==> src/hdl/bld_pkg.sv <==
// Purpose: shared constants and types for the indicator grid command decoder
// Assumes: one 25 MHz clock, asynchronous active-high reset
// Notes:   every offset, field position and reset value is named once here
package bld_pkg;

  // command word layout
  localparam int unsigned BLD_WORD_W      = 8;
  localparam int unsigned BLD_POS_W       = 2;
  localparam int unsigned BLD_COL_W       = 3;
  localparam int unsigned BLD_IDX_W       = 5;
  localparam int unsigned BLD_NUM_LEDS    = 32;
  localparam int unsigned BLD_POS_LSB     = 0;
  localparam int unsigned BLD_COL_LSB     = 2;
  localparam int unsigned BLD_ON_BIT      = 5;
  localparam int unsigned BLD_OFF_BIT     = 6;
  localparam int unsigned BLD_ALL_OFF_BIT = 7;

  // position codes inside one column
  localparam logic [1:0] BLD_POS_TOP    = 2'h0;
  localparam logic [1:0] BLD_POS_LEFT   = 2'h1;
  localparam logic [1:0] BLD_POS_RIGHT  = 2'h2;
  localparam logic [1:0] BLD_POS_BOTTOM = 2'h3;

  // register bus
  localparam int unsigned BLD_AV_ADDR_W = 4;
  localparam int unsigned BLD_AV_DATA_W = 32;
  localparam logic [3:0]  BLD_REG_CTRL  = 4'h0;
  localparam logic [3:0]  BLD_REG_CMD   = 4'h4;
  localparam logic [3:0]  BLD_REG_LEDS  = 4'h8;
  localparam logic [3:0]  BLD_REG_PORT  = 4'hc;

  // control register fields and reset values
  localparam int unsigned BLD_CTRL_EN_BIT  = 0;
  localparam int unsigned BLD_CTRL_CLR_BIT = 1;
  localparam logic        BLD_CTRL_EN_RST  = 1'b1;
  localparam logic [7:0]  BLD_CMD_RST      = 8'h00;
  localparam logic [31:0] BLD_LEDS_RST     = 32'h0000_0000;
  localparam logic [31:0] BLD_RDATA_RST    = 32'h0000_0000;

  typedef enum logic [0:0] {
    BLD_BUS_IDLE = 1'b0,
    BLD_BUS_ACK  = 1'b1
  } bld_bus_state_t;

  // grid index of an addressed indicator: column times four plus position
  function automatic logic [BLD_IDX_W-1:0] bld_led_index(input logic [BLD_WORD_W-1:0] word);
    bld_led_index = {word[BLD_COL_LSB +: BLD_COL_W], word[BLD_POS_LSB +: BLD_POS_W]};
  endfunction : bld_led_index

  // one-hot mask of the addressed indicator
  function automatic logic [BLD_NUM_LEDS-1:0] bld_led_onehot(input logic [BLD_WORD_W-1:0] word);
    bld_led_onehot = 32'h0000_0001 << bld_led_index(word);
  endfunction : bld_led_onehot

endpackage : bld_pkg

==> src/hdl/bld_led_cmd_top.sv <==
// Purpose: indicator grid command decoder with a register slave
// Assumes: the command port is synchronous to i_core_clk (25 MHz)
// Notes:   the port word is applied every cycle while enabled; repeats are harmless
//
// The Avalon-MM interface to the registers and the address map are this design's own decisions.
`timescale 1ns/1ps
`default_nettype none

module bld_led_cmd_top
  import bld_pkg::*;
(
  // clock and reset
  input  wire logic                     i_core_clk,
  input  wire logic                     i_reset,
  // parallel command port from the processor
  input  wire logic [BLD_WORD_W-1:0]    i_cmd_word,
  // avalon-mm slave
  input  wire logic [BLD_AV_ADDR_W-1:0] i_avs_address,
  input  wire logic                     i_avs_read,
  input  wire logic                     i_avs_write,
  input  wire logic [BLD_AV_DATA_W-1:0] i_avs_writedata,
  input  wire logic [3:0]               i_avs_byteenable,
  output logic      [BLD_AV_DATA_W-1:0] o_avs_readdata,
  output logic                          o_avs_waitrequest,
  // indicator drive
  output logic      [BLD_NUM_LEDS-1:0]  o_leds
);

  typedef struct packed {
    bld_bus_state_t          bus;
    logic                    port_en;
    logic [BLD_WORD_W-1:0]   last_cmd;
    logic [BLD_WORD_W-1:0]   sw_word;
    logic                    sw_valid;
    logic                    sw_clr_all;
    logic [BLD_AV_DATA_W-1:0] rdata;
  } bld_top_state_t;

  bld_top_state_t          st_reg;
  bld_top_state_t          st_next;

  logic                    access;
  logic                    accept;
  logic [BLD_NUM_LEDS-1:0] leds;
  logic [BLD_NUM_LEDS-1:0] port_set;
  logic [BLD_NUM_LEDS-1:0] port_clr;
  logic                    port_all;
  logic [BLD_NUM_LEDS-1:0] sw_set;
  logic [BLD_NUM_LEDS-1:0] sw_clr;
  logic                    sw_all;
  logic                    port_act;

  // every access takes exactly one wait state, so read data is always a flop
  assign access            = i_avs_read | i_avs_write;
  assign accept            = access && (st_reg.bus == BLD_BUS_ACK);
  assign o_avs_waitrequest = access && (st_reg.bus != BLD_BUS_ACK);
  assign o_avs_readdata    = st_reg.rdata;
  assign port_act          = st_reg.port_en && (i_cmd_word[7:5] != 3'h0);

  // decoder for the processor port
  bld_cmd_decode u_port_dec (
    .i_word     (i_cmd_word),
    .i_valid    (st_reg.port_en),
    .o_set_mask (port_set),
    .o_clr_mask (port_clr),
    .o_clr_all  (port_all)
  );

  // decoder for commands written by software
  bld_cmd_decode u_sw_dec (
    .i_word     (st_reg.sw_word),
    .i_valid    (st_reg.sw_valid),
    .o_set_mask (sw_set),
    .o_clr_mask (sw_clr),
    .o_clr_all  (sw_all)
  );

  // both sources merge; a clear from either one beats a set from the other
  bld_led_grid u_grid (
    .i_core_clk (i_core_clk),
    .i_reset    (i_reset),
    .i_set_mask (port_set | sw_set),
    .i_clr_mask (port_clr | sw_clr),
    .i_clr_all  (port_all | sw_all | st_reg.sw_clr_all),
    .o_leds     (leds)
  );

  assign o_leds = leds;

  // bus handshake, register writes and read data capture
  always_comb begin
    st_next            = st_reg;
    st_next.sw_valid   = 1'b0;
    st_next.sw_clr_all = 1'b0;
    case (st_reg.bus)
      BLD_BUS_IDLE: begin
        if (access) begin
          st_next.bus = BLD_BUS_ACK;
        end
        if (i_avs_read) begin
          case (i_avs_address)
            BLD_REG_CTRL: st_next.rdata = {31'h0, st_reg.port_en};
            BLD_REG_CMD:  st_next.rdata = {24'h0, st_reg.last_cmd};
            BLD_REG_LEDS: st_next.rdata = leds;
            BLD_REG_PORT: st_next.rdata = {24'h0, i_cmd_word};
            default:      st_next.rdata = 32'h0000_0000;
          endcase
        end
      end
      BLD_BUS_ACK: begin
        st_next.bus = BLD_BUS_IDLE;
        if (accept && i_avs_write && i_avs_byteenable[0]) begin
          case (i_avs_address)
            BLD_REG_CTRL: begin
              st_next.port_en    = i_avs_writedata[BLD_CTRL_EN_BIT];
              st_next.sw_clr_all = i_avs_writedata[BLD_CTRL_CLR_BIT];
            end
            BLD_REG_CMD: begin
              st_next.sw_word  = i_avs_writedata[BLD_WORD_W-1:0];
              st_next.sw_valid = 1'b1;
            end
            default: begin
              st_next.sw_valid = 1'b0;                             // unmapped writes ignored
            end
          endcase
        end
      end
      default: begin
        st_next.bus = BLD_BUS_IDLE;
      end
    endcase
    // last applied command; software wins the record, not the effect
    if (st_reg.sw_valid) begin
      st_next.last_cmd = st_reg.sw_word;
    end else if (port_act) begin
      st_next.last_cmd = i_cmd_word;
    end
  end

  always_ff @(posedge i_core_clk or posedge i_reset) begin
    if (i_reset) begin
      st_reg.bus        <= BLD_BUS_IDLE;
      st_reg.port_en    <= BLD_CTRL_EN_RST;
      st_reg.last_cmd   <= BLD_CMD_RST;
      st_reg.sw_word    <= BLD_CMD_RST;
      st_reg.sw_valid   <= 1'b0;
      st_reg.sw_clr_all <= 1'b0;
      st_reg.rdata      <= BLD_RDATA_RST;
    end else begin
      st_reg <= st_next;
    end
  end

  // helper signals for the checks below
  logic                    sw_busy;
  logic [BLD_NUM_LEDS-1:0] hit_port;
  logic [BLD_IDX_W-1:0]    hit_idx;
  logic [2:0]              act_bits;

  assign sw_busy  = st_reg.sw_valid | st_reg.sw_clr_all;
  assign hit_port = bld_led_onehot(i_cmd_word);
  assign act_bits = i_cmd_word[7:5];
  // column times four plus position, written out the long way on purpose
  assign hit_idx  = 5'(i_cmd_word[4:2]) * 5'h04 + 5'(i_cmd_word[1:0]);

  property p_on_sets;
    @(posedge i_core_clk) disable iff (i_reset)
      (st_reg.port_en && act_bits == 3'h1 && !sw_busy) |=> leds[$past(hit_idx)];
  endproperty
  a_on_sets: assert property (p_on_sets)
    else $error("on command did not light the addressed indicator");

  property p_index_map;
    @(posedge i_core_clk) disable iff (i_reset)
      (st_reg.port_en && act_bits == 3'h1 && !sw_busy && i_cmd_word[4:0] == 5'h1c)
        |=> leds[28];
  endproperty
  a_index_map: assert property (p_index_map)
    else $error("column 7 top did not map to grid bit 28");

  property p_off_clears;
    @(posedge i_core_clk) disable iff (i_reset)
      (st_reg.port_en && i_cmd_word[BLD_OFF_BIT]) |=> !leds[$past(hit_idx)];
  endproperty
  a_off_clears: assert property (p_off_clears)
    else $error("off command left the addressed indicator lit");

  property p_all_off;
    @(posedge i_core_clk) disable iff (i_reset)
      (st_reg.port_en && i_cmd_word[BLD_ALL_OFF_BIT]) |=> (leds == 32'h0000_0000);
  endproperty
  a_all_off: assert property (p_all_off)
    else $error("clear-all left an indicator lit");

  property p_hold;
    @(posedge i_core_clk) disable iff (i_reset)
      (!port_act && !sw_busy) |=> $stable(leds);
  endproperty
  a_hold: assert property (p_hold)
    else $error("indicator changed with no command");

  property p_isolated;
    @(posedge i_core_clk) disable iff (i_reset)
      (port_act && !sw_busy && !i_cmd_word[BLD_ALL_OFF_BIT])
        |=> ((leds & ~$past(hit_port)) == ($past(leds) & ~$past(hit_port)));
  endproperty
  a_isolated: assert property (p_isolated)
    else $error("single command touched another indicator");

  property p_null_word;
    @(posedge i_core_clk) disable iff (i_reset)
      (st_reg.port_en && act_bits == 3'h0 && !sw_busy) ##1 (act_bits == 3'h0 && !sw_busy)
        |=> $stable(leds);
  endproperty
  a_null_word: assert property (p_null_word)
    else $error("word without action bits changed the grid");

  property p_off_beats_on;
    @(posedge i_core_clk) disable iff (i_reset)
      (st_reg.port_en && act_bits == 3'h3) |=> !leds[$past(hit_idx)];
  endproperty
  a_off_beats_on: assert property (p_off_beats_on)
    else $error("on beat off in the same word");

  property p_bus_answer;
    @(posedge i_core_clk) disable iff (i_reset)
      (access && o_avs_waitrequest) |=> (!access || !o_avs_waitrequest);
  endproperty
  a_bus_answer: assert property (p_bus_answer)
    else $error("bus access waited more than one cycle");

  property p_pos_left;
    @(posedge i_core_clk) disable iff (i_reset)
      (st_reg.port_en && act_bits == 3'h1 && !sw_busy && i_cmd_word[4:0] == 5'h05)
        |=> leds[5];
  endproperty
  a_pos_left: assert property (p_pos_left)
    else $error("column 1 left did not map to grid bit 5");

  property p_pos_bottom;
    @(posedge i_core_clk) disable iff (i_reset)
      (st_reg.port_en && act_bits == 3'h1 && !sw_busy && i_cmd_word[4:0] == 5'h03)
        |=> leds[3];
  endproperty
  a_pos_bottom: assert property (p_pos_bottom)
    else $error("column 0 bottom did not map to grid bit 3");

  property p_col_last;
    @(posedge i_core_clk) disable iff (i_reset)
      (st_reg.port_en && act_bits == 3'h1 && !sw_busy && i_cmd_word[4:0] == 5'h1f)
        |=> leds[31];
  endproperty
  a_col_last: assert property (p_col_last)
    else $error("column 7 bottom did not map to grid bit 31");

  property p_sw_clear_all;
    @(posedge i_core_clk) disable iff (i_reset)
      st_reg.sw_clr_all |=> (leds == 32'h0000_0000);
  endproperty
  a_sw_clear_all: assert property (p_sw_clear_all)
    else $error("software clear-all left an indicator lit");

  // the first edge after release must still show a dark grid
  property p_power_up;
    @(posedge i_core_clk) disable iff (i_reset)
      $fell(i_reset) |-> (leds == 32'h0000_0000);
  endproperty
  a_power_up: assert property (p_power_up)
    else $error("indicator lit straight after reset");

  property p_read_leds;
    @(posedge i_core_clk) disable iff (i_reset)
      (accept && i_avs_read && i_avs_address == BLD_REG_LEDS)
        |-> (o_avs_readdata == $past(leds));
  endproperty
  a_read_leds: assert property (p_read_leds)
    else $error("grid readback differs from stored state");

  // the clear-all control bit is a pulse and must never read back as set
  property p_ctrl_clr_reads_zero;
    @(posedge i_core_clk) disable iff (i_reset)
      (accept && i_avs_read && i_avs_address == BLD_REG_CTRL)
        |-> !o_avs_readdata[BLD_CTRL_CLR_BIT];
  endproperty
  a_ctrl_clr_reads_zero: assert property (p_ctrl_clr_reads_zero)
    else $error("clear-all control bit read back as set");

  c_on_then_off: cover property (@(posedge i_core_clk) disable iff (i_reset)
    (port_act && act_bits == 3'h1) ##[1:20] (port_act && act_bits == 3'h2));
  c_all_off: cover property (@(posedge i_core_clk) disable iff (i_reset)
    (leds != 32'h0000_0000) ##1 (port_act && act_bits == 3'h4));
  c_sw_cmd: cover property (@(posedge i_core_clk) disable iff (i_reset)
    st_reg.sw_valid ##1 (leds != 32'h0000_0000));
  c_read_leds: cover property (@(posedge i_core_clk) disable iff (i_reset)
    (accept && i_avs_read && i_avs_address == BLD_REG_LEDS));
  c_sw_clear: cover property (@(posedge i_core_clk) disable iff (i_reset)
    st_reg.sw_clr_all ##1 (leds == 32'h0000_0000));

endmodule : bld_led_cmd_top
`default_nettype wire

==> src/hdl/bld_cmd_decode.sv <==
// Purpose: turns one command word into set, clear and clear-all requests
// Assumes: word is valid whenever i_valid is high
// Notes:   purely combinational, no state
`timescale 1ns/1ps
`default_nettype none
module bld_cmd_decode
  import bld_pkg::*;
(
  // command in
  input  wire logic [BLD_WORD_W-1:0]   i_word,
  input  wire logic                    i_valid,
  // decoded requests
  output logic      [BLD_NUM_LEDS-1:0] o_set_mask,
  output logic      [BLD_NUM_LEDS-1:0] o_clr_mask,
  output logic                         o_clr_all
);

  logic [BLD_NUM_LEDS-1:0] hit;

  // action bits act independently; priority is settled in the grid
  always_comb begin
    hit        = bld_led_onehot(i_word);
    o_set_mask = (i_valid && i_word[BLD_ON_BIT]) ? hit : '0;
    o_clr_mask = (i_valid && i_word[BLD_OFF_BIT]) ? hit : '0;
    o_clr_all  = i_valid && i_word[BLD_ALL_OFF_BIT];
  end

endmodule : bld_cmd_decode
`default_nettype wire

==> src/hdl/bld_led_grid.sv <==
// Purpose: latched storage for the 32 indicators of the grid
// Assumes: masks are requests in the core clock domain, applied on every cycle they stand
// Notes:   clear-all beats clear, clear beats set
`timescale 1ns/1ps
`default_nettype none
module bld_led_grid
  import bld_pkg::*;
(
  // clock and reset
  input  wire logic                    i_core_clk,
  input  wire logic                    i_reset,
  // requests
  input  wire logic [BLD_NUM_LEDS-1:0] i_set_mask,
  input  wire logic [BLD_NUM_LEDS-1:0] i_clr_mask,
  input  wire logic                    i_clr_all,
  // state
  output logic      [BLD_NUM_LEDS-1:0] o_leds
);

  typedef struct packed {
    logic [BLD_NUM_LEDS-1:0] leds;
  } bld_grid_state_t;

  bld_grid_state_t         st_reg;
  bld_grid_state_t         st_next;
  logic [BLD_NUM_LEDS-1:0] bit_next;

  // each indicator keeps its value unless its own request or a clear-all arrives
  for (genvar g = 0; g < BLD_NUM_LEDS; g++) begin : g_led
    assign bit_next[g] = i_clr_all     ? 1'b0 :
                         i_clr_mask[g] ? 1'b0 :
                         i_set_mask[g] ? 1'b1 : st_reg.leds[g];
  end

  always_comb begin
    st_next      = st_reg;
    st_next.leds = bit_next;
  end

  // power-up leaves every indicator dark
  always_ff @(posedge i_core_clk or posedge i_reset) begin
    if (i_reset) begin
      st_reg.leds <= BLD_LEDS_RST;
    end else begin
      st_reg <= st_next;
    end
  end

  assign o_leds = st_reg.leds;

endmodule : bld_led_grid
`default_nettype wire

==> config.mk <==
export PLATFORM = sky130hd
export DESIGN_NAME = bld_led_cmd_top
export DESIGN_NICKNAME = d
export VERILOG_FILES = /design/src/hdl/bld_pkg.sv /design/src/hdl/bld_led_cmd_top.sv /design/src/hdl/bld_cmd_decode.sv /design/src/hdl/bld_led_grid.sv
export SDC_FILE = /design/constraint.sdc
export NUM_CORES = 1
export LEC_CHECK = 0
export CORE_ASPECT_RATIO = 2
export CORE_MARGIN = 2
export CORE_UTILIZATION = 45
export CTS_CLUSTER_SIZE = 28
export DETAILED_ROUTE_END_ITERATION = 7
export DONT_BUFFER_PORTS = 1
export PLACE_DENSITY = 0.58
export SETUP_SLACK_MARGIN = 0.05
export SLEW_MARGIN = 20
export SYNTH_ARGS = -nofsm -noshare
export SYNTH_HDL_FRONTEND = slang
export SYNTH_HIERARCHICAL = 1
export SYNTH_SLANG_ARGS = --single-unit
==> constraint.sdc <==
create_clock -name i_core_clk -period 2.35 [get_ports i_core_clk]
set_clock_uncertainty 0.05 [all_clocks]
set_input_delay 0.235 -clock i_core_clk [delete_from_list [all_inputs] [get_ports i_core_clk]]
set_output_delay 0.235 -clock i_core_clk [all_outputs]
set_load 0.01 [all_outputs]
==> metrics <==
DRT Pass-1 Iters=5; first-pass GRT wire length=21.1 mm; DP Cell Count=approximately 640; CP endpoint kind=flip-flop; crit path kind=flip-flop to flip-flop; post-route minimum period=1.98 ns; via count=3725; number of cell rows=between 50 and 60; top-count cell post-synth=nor2_1; Synth warnings=6; worst-case clock buffer depth=2; Pwr Density=663 mW/mm²; CTS tree=built; worst skew pair latency=0.33 ns; main flop type after synthesis=dfrtp_1; Final ANT Viol Nets=0; antenna violations before repair=0; final layout net count=about 570; Hold Path Sink=st_reg[51]; Finished Layout Cells=between 600 and 700; critical path's slowest cell=or4b_1; slew of the pin with the lowest slew margin=a little over 0.6 ns; IO buf count=0; fill count=1023; Starting Density=0.464; Max H-tree Level=3; share of cells above drive strength 1=0.298; WHS Path Cells=2; syn nets=596; Post-Synthesis Cells=544; Total GRT Usage=0.219; setup tns final=0 ns; Seq/Total Area, Yosys=0.414; R2R cell count=4; Area contributors post-synth=dfrtp_1 41%, nor2_1 12%, or2_2 7.9%, mux2_2 7.3%, nor3_2 5.3%; internal power=2.62 mW; DR iter-0 viols=between 200 and 250; largest net degree at the start of global routing=between 50 and 60; sequential power share=0.493; FF+latch count, synth=84; via density per instance=roughly 5.6; Sw Share=0.262; Worst Path Required=around 2.6 ns; Setup violations, final=0; post-detail-place hpwl=8.83 mm; Layout Cell Area excl Fill=0.00535 mm²; ys async rst share=1.00; core area=around 0.011 mm²; crit path DAT=2.20 ns; unrepaired setup endpoints after global routing=no; vias in the first global route=3974; routability cong.=around 0.83; critical path fanouts, max=24; CTS resizes=0; Fmax=506 MHz; clock power share=0.398; Synth Cell Area=0.00508 mm²; IO Pins=117; outcome=finished, final reports clean; Reg-to-Reg End=o_avs_readdata[18]; final core occ=0.489; Routed wire per std cell=19.2 µm; Post-synth top cells=162 x nor2_1, 83 x dfrtp_1, 64 x or2_2, 33 x buf_4, 33 x mux2_2; Die H=around 150 µm; Leak=approximately 2.4 nW; logic gate share of total power=0.109; number of max-cap violations=0; Max IR drop VDD=0.455 mV; ANT cells=0; Critical Path Start Type=flip-flop; proportion of netlist area held by the largest area contributor=0.409; die area=0.0122 mm²; CP max stage delay=0.73 ns; root cell of the clock tree=clkbuf_16; min-delay src=i_avs_read; placed cell area=0.00497 mm²; Yosys top cell by area=dfrtp_1; Post-synth EDFFs=0; switching pwr=0.928 mW; part of the cycle the worst path needs=0.841; Rel. slew slack=0.584; Fin. Hold Viols=0; worst r2r src=st_reg[51]; Clock Sink Count=84; flop-to-flop setup slack=~0.37 ns; Remaining Overflow, GRT=0; Yosys cell types=36; max-slew violations=0; DRC violations left=0; clk slew on worst S/H paths=roughly 0.060 ns; min-delay worst type=primary input to flip-flop; CTS Buf Count=9; die outline width=approximately 79 µm; Area Overhead vs Synth=5.40%; Avg Cell Area, Syn=9.34 µm²; final wirelength=12.7 mm; critical path cell sequence=or4b_1, nor3b_4, buf_4, a22o_1
[worst max-delay path: cells and delay by family (launching register included)]
kind / cells / cell delay (ns)
AOI/OAI and AO/OA: 1 / 0.18
buffers and inverters: 1 / 0.30
DFF: 1 / 0.41
and+or+nand+nor: 2 / 0.95
[worst max-delay path by stage]
stage / start / endpoint / slack (ns) / cells after the start
floorplan: st_reg[51] / o_avs_readdata[10] / 0.63 / 5
global placement: st_reg[51] / o_avs_readdata[31] / 0.39 / 4
finish: st_reg[51] / o_avs_readdata[18] / 0.37 / 4
detailed placement: st_reg[51] / o_avs_readdata[18] / 0.36 / 4
global route: st_reg[51] / o_avs_readdata[15] / 0.28 / 4
CTS: st_reg[51] / o_avs_readdata[11] / 0.34 / 4
[timing repair]
action | in CTS | in global routing
hold buffers | 9 | 0
hold endpoints to repair | 93 | 0
setup endpoints to repair | 0 | 0
buffers inserted | 0 | 0
[kinds of logic (layout without fill, tap and decap cells)]
kind of cell | count (synthesis) | count (layout) | share of synthesized area
DFF | 84 | 84 | 0.414
buffers and inverters | 58 | 35 | 0.0749
AOI/OAI and AO/OA | 41 | 41 | 0.0631
and+or+nand+nor | 327 | 327 | 0.373
muxes | 34 | 34 | 0.0751
[layer usage]
| layer | share of wire | up-vias | global-route usage |
|---|---|---|---|
| met3 | 0.057 | 17 | 0.0502 |
| met4 | 0.020 | 0 | 0.0780 |
| met2 | 0.52 | 134 | 0.377 |
| met5 | 0 | - | 0 |
| li1 | - | 1770 | - |
| met1 | 0.40 | 1804 | 0.264 |
[per-stage QoR]
stage | worst slack (ns) | total power, mW | hold WS (ns)
3_3_place_gp | 0.390 | 2.14 | 0.140
6_report | 0.373 | 3.55 | 0.0579
2_1_floorplan | 0.630 | 2.05 | 0.301
3_5_place_dp | 0.360 | 2.15 | 0.141
4_1_cts | 0.344 | 3.58 | 0.0493
5_1_grt | 0.280 | 3.71 | 0.0872
[power by group through the flow]
stage	combinational, mW	clock, mW	sequential, mW
floorplan	0.361	0	1.69
global placement	0.371	0	1.77
detailed placement	0.381	0	1.77
CTS	0.395	1.44	1.75
global route	0.431	1.51	1.77
finish	0.387	1.41	1.75
[cells in the final DEF, fill, tap and decap left out, drive strengths merged, types with 2 or more instances in the layout]
cell type	Yosys	layout
a22o	24	24
a22oi	7	7
and2	3	3
buf	40	8
clkbuf	16	12
clkinv	0	3
dfrtp	83	83
dlygate4sd3	0	9
inv	2	2
mux2	33	33
nand2	8	8
nand3	8	8
nand3b	8	8
nand4	2	2
nand4b	9	9
nand4bb	12	12
nor2	162	162
nor3	32	32
nor3b	2	2
o21ai	8	8
or2	64	64
or3	2	2
or4	2	2
or4b	9	9
[area by class of cell]
class | count | area (µm²) | share of cell area
Inverter | 2 | 7.51 | 0.00140
Timing Repair Buffer | 17 | 175 | 0.0327
Clock buffer | 12 | 246 | 0.0460
Multi-Input combinational cell | 402 | 2600 | 0.485
Tap cell | 140 | 175 | 0.0327
Sequential cell | 84 | 2100 | 0.393
Clock inverter | 4 | 48.8 | 0.00912
(Power assumes the default switching activity.)
